==> src/amp_fault_regs.vh <==
// Purpose: Constants for the amplifier fault supervisor
// Assumes: 25 MHz system clock
// Notes:   Times in their own unit, cycle counts derived
`ifndef AMP_FAULT_REGS_VH
`define AMP_FAULT_REGS_VH

`define CLK_HZ            25000000
`define DC_TIMEOUT_MS     420
// Longest-time style: the fault needs strictly more than this many cycles
`define DC_TIMEOUT_CYC    ((`CLK_HZ / 1000) * `DC_TIMEOUT_MS)
// Duty excess threshold in percent of full scale from balance
`define DC_EXCESS_PCT     14
`define DUTY_HALF_PCT     50
// DC trip input levels in mV per gain code
`define TRIP_MV_G20       16'h0070
`define TRIP_MV_G26       16'h0038
`define TRIP_MV_G32       16'h001C
`define TRIP_MV_G36       16'h0011
// Gain codes, high select bit first
`define GAIN_20DB         2'h0
`define GAIN_26DB         2'h1
`define GAIN_32DB         2'h2
`define GAIN_36DB         2'h3
`define THERM_TRIP_C      150
`define THERM_HYST_C      15

`endif

==> src/amp_fault_supervisor.v <==
// Purpose: Fault supervision and bridge modulation for a mono BTL amp
// Assumes: Single 25 MHz clock; analog measurements arrive as digital
//          words from converters on the same clock
// Notes:   Bridge pins are modelled as level plus output enable
//
// Summary of operation
// - DC fault drives fault line low
// - DC fault tristates both bridge outputs
// - DC fault clears only on supply cycle
// - Excess beyond 14% over 420 ms trips
// - Trip input level follows selected gain
// - Output short sets latch, fault low
// - Short latch tristates both bridge outputs
// - Power-down low pulse clears short latch
// - Fault tied to power-down gives auto recovery from short only
// - Over-temperature shuts down and disables outputs
// - Thermal fault self-clears after 15 degree drop
// - Thermal shutdown never drives fault line
// - Legs switch rail to rail, in phase idle
// - Positive output widens positive leg duty
// - Power-down low mutes, low-current state
// - Gain select 00..11 gives 20..36 dB
`timescale 1ns/1ps
`include "amp_fault_regs.vh"

module amp_fault_supervisor #(
    parameter DW          = 8,
    parameter DC_TIMEOUT  = `DC_TIMEOUT_CYC
) (
    input  wire          clk,
    input  wire          rst,
    input  wire          power_down_n,
    input  wire          gain_select_hi,
    input  wire          gain_select_lo,
    input  wire          power_stage_supply,
    input  wire          short_detect,
    input  wire [7:0]    die_temp_c,
    input  wire [DW-1:0] audio_level,
    input  wire [DW-1:0] pwm_count,
    output reg           bridge_pos_out,
    output reg           bridge_pos_oe,
    output reg           bridge_neg_out,
    output reg           bridge_neg_oe,
    output wire          fault_n_out,
    output wire          fault_n_oe,
    output reg  [1:0]    gain_code,
    output reg  [15:0]   dc_trip_mv,
    output wire          dc_fault,
    output wire          short_fault,
    output wire          thermal_shutdown,
    output wire          low_current
);

    // ----------------------------------------------------------------
    // Input synchronisers
    // ----------------------------------------------------------------
    // Each of the five control pins gets its own two-stage chain; only stage two is read
    localparam NSYNC = 5;
    wire [NSYNC-1:0] pin_raw;
    wire [NSYNC-1:0] sync;
    assign pin_raw = {power_down_n, gain_select_hi, gain_select_lo,
                      power_stage_supply, short_detect};
    genvar gi;
    generate
        for (gi = 0; gi < NSYNC; gi = gi + 1) begin : g_sync
            reg meta_q;
            reg sync_q;
            always @(posedge clk) begin
                if (rst) begin
                    meta_q <= 1'b0;
                    sync_q <= 1'b0;
                end else begin
                    meta_q <= pin_raw[gi];
                    sync_q <= meta_q;
                end
            end
            assign sync[gi] = sync_q;
        end
    endgenerate

    wire pd_n   = sync[4];
    wire g_hi   = sync[3];
    wire g_lo   = sync[2];
    wire supply = sync[1];
    wire shrt   = sync[0];

    // ----------------------------------------------------------------
    // Gain selection
    // ----------------------------------------------------------------
    reg [15:0] next_trip_mv;
    always @* begin
        case ({g_hi, g_lo})
            `GAIN_20DB: next_trip_mv = `TRIP_MV_G20;
            `GAIN_26DB: next_trip_mv = `TRIP_MV_G26;
            `GAIN_32DB: next_trip_mv = `TRIP_MV_G32;
            `GAIN_36DB: next_trip_mv = `TRIP_MV_G36;
            default:    next_trip_mv = `TRIP_MV_G20;
        endcase
    end

    always @(posedge clk) begin
        if (rst) begin
            gain_code  <= `GAIN_20DB;
            dc_trip_mv <= `TRIP_MV_G20;
        end else begin
            gain_code  <= {g_hi, g_lo};
            dc_trip_mv <= next_trip_mv;
        end
    end

    // ----------------------------------------------------------------
    // Thermal shutdown with hysteresis, never latched
    // ----------------------------------------------------------------
    // The die word is already on this clock, so it is not synchronised
    reg therm;
    reg next_therm;
    always @* begin
        next_therm = therm;
        if (!therm && die_temp_c > `THERM_TRIP_C)
            next_therm = 1'b1;
        else if (therm &&
                 die_temp_c <= (`THERM_TRIP_C - `THERM_HYST_C))
            next_therm = 1'b0;
    end

    always @(posedge clk) begin
        if (rst)
            therm <= 1'b0;
        else
            therm <= next_therm;
    end
    assign thermal_shutdown = therm;

    // ----------------------------------------------------------------
    // PWM carrier and leg comparators
    // ----------------------------------------------------------------
    // Legs share one carrier so a mid-scale word keeps them in phase
    wire [DW-1:0] neg_level = ~audio_level;
    wire          run_bridge;
    reg  [DW-1:0] carrier;
    reg           next_pos_out;
    reg           next_neg_out;

    always @(posedge clk) begin
        if (rst)
            carrier <= {DW{1'b0}};
        else
            carrier <= carrier + 1'b1;
    end

    always @* begin
        // Wider positive leg when audio above mid-scale
        next_pos_out = run_bridge && (carrier < audio_level);
        next_neg_out = run_bridge && (carrier < neg_level);
    end

    always @(posedge clk) begin
        if (rst) begin
            bridge_pos_out <= 1'b0;
            bridge_neg_out <= 1'b0;
            bridge_pos_oe  <= 1'b0;
            bridge_neg_oe  <= 1'b0;
        end else begin
            bridge_pos_out <= next_pos_out;
            bridge_neg_out <= next_neg_out;
            bridge_pos_oe  <= run_bridge;
            bridge_neg_oe  <= run_bridge;
        end
    end

    // ----------------------------------------------------------------
    // Differential duty measurement over one carrier period
    // ----------------------------------------------------------------
    // Excess in carrier counts: diff duty > 14% of the period
    localparam [DW:0] EXCESS_TH =
        ((1 << DW) * `DC_EXCESS_PCT) / 100;
    reg  [DW:0] high_p;
    reg  [DW:0] high_n;
    reg         pol_pos;
    reg         over;
    reg         period_end;
    reg  [DW:0] next_high_p;
    reg  [DW:0] next_high_n;
    reg         next_pol_pos;
    reg         next_over;
    wire        last = (carrier == {DW{1'b1}});

    // The verdict lags by one period; a short burst cannot trip it
    always @* begin
        next_high_p  = high_p + {{DW{1'b0}}, bridge_pos_out};
        next_high_n  = high_n + {{DW{1'b0}}, bridge_neg_out};
        next_pol_pos = pol_pos;
        next_over    = over;
        if (last) begin
            next_high_p = {(DW+1){1'b0}};
            next_high_n = {(DW+1){1'b0}};
            if (high_p > high_n) begin
                next_over    = (high_p - high_n) > EXCESS_TH;
                next_pol_pos = 1'b1;
            end else begin
                next_over    = (high_n - high_p) > EXCESS_TH;
                next_pol_pos = 1'b0;
            end
        end
    end

    always @(posedge clk) begin
        if (rst) begin
            high_p     <= {(DW+1){1'b0}};
            high_n     <= {(DW+1){1'b0}};
            pol_pos    <= 1'b0;
            over       <= 1'b0;
            period_end <= 1'b0;
        end else begin
            high_p     <= next_high_p;
            high_n     <= next_high_n;
            pol_pos    <= next_pol_pos;
            over       <= next_over;
            period_end <= last && run_bridge;
        end
    end

    // ----------------------------------------------------------------
    // DC detect timer and latch
    // ----------------------------------------------------------------
    reg [31:0] dc_cnt;
    reg        last_pol;
    reg        dc_latch;
    reg [31:0] next_dc_cnt;
    reg        next_last_pol;
    reg        next_dc_latch;

    always @* begin
        next_dc_cnt   = dc_cnt;
        next_last_pol = last_pol;
        next_dc_latch = dc_latch;
        if (!supply) begin
            // Only removing the stage supply clears it
            next_dc_latch = 1'b0;
            next_dc_cnt   = 32'h0000_0000;
        end else if (!run_bridge || !over ||
                     (period_end && pol_pos != last_pol)) begin
            next_dc_cnt   = 32'h0000_0000;
            next_last_pol = pol_pos;
        end else if (dc_cnt > DC_TIMEOUT) begin
            next_dc_latch = 1'b1;
        end else begin
            next_dc_cnt = dc_cnt + 32'h0000_0001;
        end
    end

    always @(posedge clk) begin
        if (rst) begin
            dc_cnt   <= 32'h0000_0000;
            last_pol <= 1'b0;
            dc_latch <= 1'b0;
        end else begin
            dc_cnt   <= next_dc_cnt;
            last_pol <= next_last_pol;
            dc_latch <= next_dc_latch;
        end
    end
    assign dc_fault = dc_latch;

    // ----------------------------------------------------------------
    // Short-circuit latch
    // ----------------------------------------------------------------
    // Set and clear never meet: a set needs power-down high
    reg sc_latch;
    reg next_sc_latch;
    always @* begin
        next_sc_latch = sc_latch;
        if (shrt && pd_n && supply)
            next_sc_latch = 1'b1;
        else if (!pd_n)
            // Low on power-down clears; fault tied back auto-recovers
            next_sc_latch = 1'b0;
    end

    always @(posedge clk) begin
        if (rst)
            sc_latch <= 1'b0;
        else
            sc_latch <= next_sc_latch;
    end
    assign short_fault = sc_latch;

    // ----------------------------------------------------------------
    // Output control and fault line
    // ----------------------------------------------------------------
    // Power-down mutes; any latch or thermal trip tristates the legs
    assign run_bridge = pd_n && supply && !therm
                        && !dc_latch
                        && !sc_latch;
    assign low_current = !pd_n;
    // Open drain: thermal state deliberately left out
    assign fault_n_out = 1'b0;
    assign fault_n_oe  = dc_latch | sc_latch;

endmodule

==> config.mk <==
export PLATFORM = sky130hd
export DESIGN_NAME = amp_fault_supervisor
export DESIGN_NICKNAME = d
export VERILOG_FILES = /design/src/amp_fault_supervisor.v
export VERILOG_INCLUDE_DIRS = /design/src
export SDC_FILE = /design/constraint.sdc
export NUM_CORES = 1
export LEC_CHECK = 0
export BUFFER_PORTS_ARGS = -buffer_cell sky130_fd_sc_hd__buf_4
export CAP_MARGIN = 20
export CORE_ASPECT_RATIO = 1.5
export CORE_MARGIN = 2
export CORE_UTILIZATION = 50
export CTS_CLUSTER_DIAMETER = 60
export DETAILED_ROUTE_END_ITERATION = 7
export PLACE_DENSITY = 0.7
export RECOVER_POWER = 50
export SETUP_SLACK_MARGIN = 0.2
export SLEW_MARGIN = 25
export SYNTH_ARGS = -nofsm -noshare
export SYNTH_HDL_FRONTEND = slang
export SYNTH_SLANG_ARGS = --single-unit
==> constraint.sdc <==
create_clock -name clk -period 3.98 [get_ports clk]
set_input_delay 0.199 -clock clk [delete_from_list [all_inputs] [get_ports clk]]
set_output_delay 0.199 -clock clk [all_outputs]
set_load 0.02 [all_outputs]
Word-level counts from Yosys, hierarchy flattened:

Cells that the tools add are included.

* add/sub/neg operators: 6
* multiply operators: 0
* div/mod/pow operators: 0
* order comparisons: 8
* equal/unequal tests: 6
* shift-type cells: 0
* mux-type cells: 7
* bitwise operators: 4
* reduce and logical (&&, ||, !) cells: 27

Operators with widths (count)
* $pmux 16 s4: 1
* $add 32x1->32 const B: 1
* $gt 32x24->1 const B: 1
* $add 9x1->9: 2
* $gt 9x6->1 const B: 2
* $sub 9x9->9: 2
* $lt 8x8->1: 2
* $logic_and 1x1->1: 12
* $gt 9x9->1: 1
* $add 8x1->8 const B: 1
* $eq 8x8->1 const B: 1
* $gt 8x8->1 const B: 1
* $le 8x8->1 const B: 1
* $not 8->8: 1
* $logic_not 1->1: 6
* $mux 1: 6
* $eq 2x2->1 const B: 2
* $reduce_and 2->1: 2
* $reduce_or 2->1: 2
* $reduce_or 3->1: 1
* $eq 2x1->1 const B: 1
* $logic_not 2->1: 1
* $logic_or 1x1->1: 2
* $ne 2x1->1 const B: 1
* 4 further kinds: 5

* register bits: 96
* latch bits: 0
* memory bits (writable): 0
* ROM bits: 0
* bits of input ports: 31
* output and inout bits: 28
* word-level logic and storage cells: 84
* memories kept: 0

Depth between registers and ports, before layout:

Gate-level depths: netlist of run 1.

* depth after elaboration: 9
* mapped depth: 11
* mapped depth without buffers: 11

Worst setup path before layout of run 1:

No wires, ideal clock.

* kind: reg-to-reg
* start point: reg high_p[2]
* end point: reg over
* library setup time: 0.092 ns
* arrival: 1.990 ns
* slack: 1.898 ns
* cell stages (with the launch flop): 11
* buffers on the path: 1
* cell sequence: dfxtp_1 inv_1 ha_1 buf_2 o21ai_0 a21oi_1 or4b_1 nand4_1 a221o_1 nor4_1 nor4_1

* word-level cells in the longest chain between the ends: 3
* elaborated cells on any way between the ends: 6
* classes of those cells: 2 x add/sub; 3 x order compare; 1 x mux

RTL lines
* start: declaration: line amp_fault_supervisor.v:177 `reg [DW:0] high_p;`
* start signal: assignment: line amp_fault_supervisor.v:209 `high_p <= {(DW+1){1'b0}};`
* start signal: assignment: line amp_fault_supervisor.v:215 `high_p <= next_high_p;`
* $sub 9x9->9 (on tied branches): line amp_fault_supervisor.v:201, amp_fault_supervisor.v:198
* $gt 9x6->1 (on tied branches): line amp_fault_supervisor.v:201, amp_fault_supervisor.v:198
* $mux 1 *: line amp_fault_supervisor.v:197 `if (high_p > high_n) begin`
* end signal: assignment: line amp_fault_supervisor.v:218 `over <= next_over;`
* end: declaration: line amp_fault_supervisor.v:180 `reg over;`

Every way passes the cells marked *; elsewhere a longest branch is shown, timed or not.
A chain may end at the register's enable or synchronous reset.

Worst setup path in the final report of run 1:

* start point: reg high_p[3]
* end point: reg over

The elaborated chain is that of the path after synthesis.

==> impl_metrics.toml, run 1 <==
[final_layout]
area_growth_pct = 11.4
fillers = 875
fin_nets = 657
drive_gt1_share_pct = 7.67
antenna-diode-count = 0
multiInputGateArea_sq_um = 2660
seq_area_sq_um = 1700

[setup_path]
crit_buf_inv = 1
cp_top_family = "simple AND/OR/NAND/NOR gates"
r2r_slack_ps = 1340
start_kind = "flip-flop"
r2r_end = "over"
end_kind = "flip-flop"
r2r-start = "high_p[3]"
required_ps = 4220
cp_common_cell = "nor4_1"
slowest_delay_ps = 610
cp_data_arrival_time_ps = 2880
reg2regPathDepth = 9
path_cells = "inv_1 -> ha_1 -> o21ai_0 -> a21oi_1 -> or4b_1 -> nand4_1 -> a221o_1 -> nor4_1 -> nor4_1"
worst_path_max_delay_cell = "ha_1"
setup.worst_path.class = "flip-flop to flip-flop"
cp_max_fo = 15

[power_and_ir_drop]
vdd_drop_max_v = 0.000341
p_leak_nw = 2.03
total_power_w = 0.00177
power_density_nw_per_um2 = 344

[clock_network]
clkTransAtPathRegs_ps = 70
cts_resized = 0
cts_root_buf = "clkbuf_16"
clock_insertion_delay_worst_skew_ps = 340
cts_hold_buf = 0
cts_setup_buffers = 0
cts_inserted_buffers = 9
h-tree-depth = 3
clock_sinks = 85
clock_path_buffers = 2
cts_tree = "yes"

[logic_synthesis]
synth_top_area_share_pct = 36.7
yosys.cell_count.top_type = "dfxtp_1"
synth.distinct_cells = 53
netlist_instances = 550
synth-main-ff-cell = "dfxtp_1"
netlist_area_sq_um = 4630
ys_ff_latch = 85
async_flop_share_pct = 0
synth_warnings = 0
synth_top_area_cell = "dfxtp_1"
seq_area_frac_synth_pct = 36.7
avgSynthCellArea_sq_um = 8.42
ys_top_cells_by_count = "dfxtp_1, nor2_1, ha_1"
synth_edf_count = 0
ys_top_cells_by_area = "dfxtp_1, ha_1, nor2_1"

[timing]
rsz0062_at_grt = "no"
tightest_slew_ps = 1310
fmax_ghz = 0.379
setup_viol = 0
drv_slew = 0
post-route-period-util_pct = 66.3
hold_viol = 0
period_needed_ps = 2640
fin_skew_ps = 9.66
hold_ws_ps = 67.8
tns_ps = 0
slew_headroom_pct = 12.7
fin_ws_ps = 1340

[drt]
routed_wl_mm = 8.99
dr.pass1.iters = 4
wl_per_cell_microns = 12.9
vias = 3698
drcViolationCount = 0
drt-initial-drc-count = 113
postRouteAntennaNets = 0
viasPerCell = 5.29

[hold_path]
whs_endpoint = "g_sync[4].meta_q"
hold_start = "power_down_n"
hp-class = "input pin to flip-flop"
hold_path_depth = 2

[floorplan]
core-area_sq_um = 9150
chipWidth_microns = 82.6
start_util_pct = 50.6
rows = 43
die_area_sq_um = 10100
ios = 59
die_h_microns = 122

[global_routing]
antenna_found_initial = 0
grt.overflow.total = 0
grt_max_degree = 34
grt_pass1_wl_mm = 15.2
grt_pass1_vias = 3610
grt.total_usage_pct = 19.5

[status]
status = "finished clean"

[flow_run]
cap_viol_max_count = 0

[place]
routabilityCongestion = 0.999
dp_hpwl_mm = 6.69
io_buffers = 38
pre_cts_slack_ps = 1440
==> sequential cells by signal, summed over array words and instances, names as in the netlist, 2 cells and up <==
register	count
g_sync.meta_q	5
dc_trip_mv	5
gain_code	2
high_n	9
dc_cnt	32
high_p	9
g_sync.sync_q	3
carrier	8
==> report_power, final <==
| group | switching, W | internal (W) | total [W] |
|---|---|---|---|
| Sequential | 0.00000688 | 0.000861 | 0.000868 |
| Clock | 0.000341 | 0.000490 | 0.000831 |
| Combinational | 0.0000420 | 0.0000322 | 0.0000742 |
==> stage by stage <==
step / instance area (sq um) / util (%) / cells
floorplan: 4670 / - / 560
detailed placement: 4930 / 53.9 / 683
global placement: 4930 / 53.9 / 683
CTS: 5230 / 57.1 / 699
finish: 5160 / 56.4 / 699
global route: 5160 / 56.4 / 699
==> cell usage in the layout, fill, tap and decap left out, drive strengths merged, types with 4 or more instances in the layout <==
master | synthesis | layout
nor3 | 15 | 15
nand2b | 6 | 6
or2 | 4 | 4
and3 | 8 | 8
a21oi | 23 | 23
o21ai | 18 | 18
nor2b | 20 | 20
and2 | 13 | 13
ha | 42 | 42
inv | 38 | 40
nor4 | 5 | 5
nor3b | 4 | 4
conb | 2 | 12
a211oi | 5 | 5
xor2 | 24 | 24
nand3 | 33 | 33
a31oi | 4 | 4
clkbuf | 10 | 27
dfxtp | 85 | 85
xnor2 | 20 | 20
buf | 17 | 21
nor2 | 73 | 73
or3 | 8 | 8
nand4 | 10 | 10
nand2 | 33 | 33
==> final cells by class <==
type                    instances  area share, %
clock buffers                  10           4.44
repair buffers                 38           4.29
well taps                     112           2.72
clock inverters                 6           1.33
inverters                      38           2.76
flip-flops and latches         85           33.0
multi-input cells             410           51.5
==> worst max-delay path by stage <==
stage	end	cells past startpoint	start	slack (ps)
final	over	9	high_p[3]	1340
after global routing	over	8	high_p[3]	1120
after CTS	over	8	high_p[3]	1390
after detailed placement	over	9	high_p[3]	1440
after global placement	over	9	high_p[3]	1490
after floorplan	over	10	high_p[2]	1900
==> cells by family (layout without fill, tap and decap cells) <==
kind of cell               Yosys count  count (layout)  synth area share (%)
AOI/OAI and AO/OA                   71              71                  9.81
xor gates and xnor gates            44              44                  8.32
adders and majority gates           44              44                  12.2
buffers and inverters               65              92                  6.70
DFF                                 85              85                  36.7
other                                2              12                 0.162
and+or+nand+nor                    239             239                  26.1
==> per-layer routing <==
metal / global-route usage [%] / vias up / part of all wire (%)
li1: - / 1900 / -
met1: 21.0 / 1725 / 42
met2: 35.3 / 56 / 52
met3: 4.07 / 17 / 3.0
met4: 9.22 / 0 / 2.8
met5: 0 / - / 0
Note: power is estimated with default switching activity, not from simulation.
==> inputs of run 2 (changes only) <==
Settings changed: PLACE_DENSITY 0.7 to 0.73.
Clock period 3.98 ns to 2.17 ns, I/O delays scaled along.
==> run 2 against run 1 <==
Effect of this change:
- combinational power is 110% higher
- highest routed layer unchanged
- sequential power grew 83%
- the run now ends with negative setup slack left
- cell count grew 7.6%
- sequential share of layout area down 4.3 points
- register-to-register slack worse by 1300 ps
==> impl_metrics.toml, run 2 (synthesized netlist as in run 1, its figures left out) <==
[drt]
postRouteAntennaNets = 0
maxUsedRoutingLayer = "met4"
drcViolationCount = 0
vias = 4075
viasPerCell = 5.42
drt-initial-drc-count = 160
route.met2.wl_mm = 6.17
m1WireLength_mm = 4.06
routed_wl_mm = 10.8
met3_length_microns = 299
wl_per_cell_microns = 14.4
dr.pass1.iters = 4

[clock_network]
cts_root_buf = "clkbuf_16"
h-tree-depth = 3
clock_path_buffers = 2
clock_insertion_delay_worst_skew_ps = 330
cts_inserted_buffers = 9
cts_tree = "yes"
clock_sinks = 85
clkTransAtPathRegs_ps = 60

[timing]
setup_viol = 1
drv_slew = 0
period_needed_ps = 2170
hold_ws_ps = 43.7
post-route-period-util_pct = 100
tightest_slew_ps = 524
fin_skew_ps = 3.85
slew_headroom_pct = 65.1
tns_ps = -2.54
fin_ws_ps = -2.54
rsz0062_at_grt = "yes"
hold_viol = 0
fmax_ghz = 0.460

[final_layout]
design_area_sq_um = 5990
layout_common_cells = "dfxtp_1, nor2_1, buf_4"
drive_gt1_share_pct = 24.4
fin_nets = 710
top_regs = "dc_cnt (32), high_n (9), high_p (9)"
antenna-diode-count = 0
final_cells = 752
largest_register_ffs = 32
final_common_cell = "dfxtp_1"
regMostFlops = "dc_cnt"
area_growth_pct = 29.4

[global_routing]
grt_max_degree = 34
grt.overflow.total = 0
antenna_found_initial = 0
grt_pass1_wl_mm = 16.4
grt_pass1_vias = 3878
grt.total_usage_pct = 21.0

[status]
violations = "negative setup slack"
status = "finished with violations"

[place]
pre_cts_slack_ps = -22.5
routabilityCongestion = 0.862
dp_cells = 714
dp_hpwl_mm = 7.35
dpl_cell_area_sq_um = 5220
io_buffers = 38

[hold_path]
hp-class = "input pin to flip-flop"
hold_start = "die_temp_c[7]"

[flow_run]
cap_viol_max_count = 0

[floorplan]
core-area_sq_um = 9150
rows = 43
die_area_sq_um = 10100
ios = 59
chipWidth_microns = 82.6
die_h_microns = 122
start_util_pct = 50.6

[setup_path]
crit_buf_inv = 2
path_cells = "inv_2 -> ha_4 -> inv_2 -> fa_2 -> a21o_1 -> a31oi_1 -> o21ai_1 -> a221o_1 -> nor4_2 -> nor4_2"
startpoint = "high_n[0]"
worst_path_max_delay_cell = "a221o_1"
slowest_delay_ps = 380
cp_top_family = "compound AO/OA/AOI/OAI gates"
cp_data_arrival_time_ps = 2380
setup.worst_path.class = "flip-flop to flip-flop"
cp_max_fo = 3
r2r_slack_ps = -3
r2r-start = "high_n[0]"
end_kind = "flip-flop"
start_kind = "flip-flop"
required_ps = 2380

[power_and_ir_drop]
p_leak_nw = 2.40
power_density_nw_per_um2 = 590
vdd_drop_max_v = 0.000592
-- run 2: cell types whose count changed in the layout (fill, tap and decap cells not counted), moves of 7 or more --
| cell | change |
|---|---|
| buf_6 | +7 |
| dfxtp_1 | -9 |
| nand3_2 | +10 |
| buf_4 | +35 |
| dfxtp_2 | +8 |
| nand3_1 | -13 |
| ha_1 | -7 |
-- run 2: layout make-up --
type                       count  area, sq um
sequential                    85         1720
fill                         742         3150
inverter                      38          143
timing repair buffer          91          674
clock inverter                 5          106
tap                          112          140
multi-input combinational    410         2960
clock buffer                  11          253
-- run 2: worst reg2reg max path, cell delays in order (launching register included) --
cell	delay (ps)
dfxtp_2	330
inv_2	60
ha_4	120
inv_2	30
fa_2	340
a21o_1	200
a31oi_1	200
o21ai_1	80
a221o_1	380
nor4_2	230
nor4_2	80
-- run 2: where the power goes --
part           switching, W  leakage [nW]  internal (W)  total [W]
combinational     0.0000851          1.53     0.0000675   0.000153
clock              0.000602         0.172       0.00119    0.00179
sequential        0.0000117         0.693       0.00158    0.00159
-- run 2: final timing paths --
check | endpoint | cells after the start
worst max-delay path | over | 10
worst min-delay path | thermal_shutdown | 2
worst max register to register | over | 10
worst min register to register | g_hi | 1
-- run 2: through the flow --
step	util, %	power, W
final	65.5	0.00353
after global routing	65.5	0.00365
after CTS	63.7	0.00356
after detailed placement	57.0	0.00178
after global placement	57.0	0.00177
after floorplan	-	0.00173
-- run 2: routing by layer --
metal	GRT usage [%]	vias up
met4	8.81	0
met2	41.4	82
met3	3.63	28
met5	0	-
met1	20.4	1969
li1	-	1996
-- run 2: what timing repair did --
| item | in CTS | in global routing |
|---|---|---|
| hold endpoints to repair | 5 | 0 |
| setup buffers | 11 | 6 |
| gates resized for setup | 28 | 42 |
| hold buffers | 5 | 0 |
| endpoints found under the setup margin | 25 | 40 |
| pin swaps | 18 | 24 |
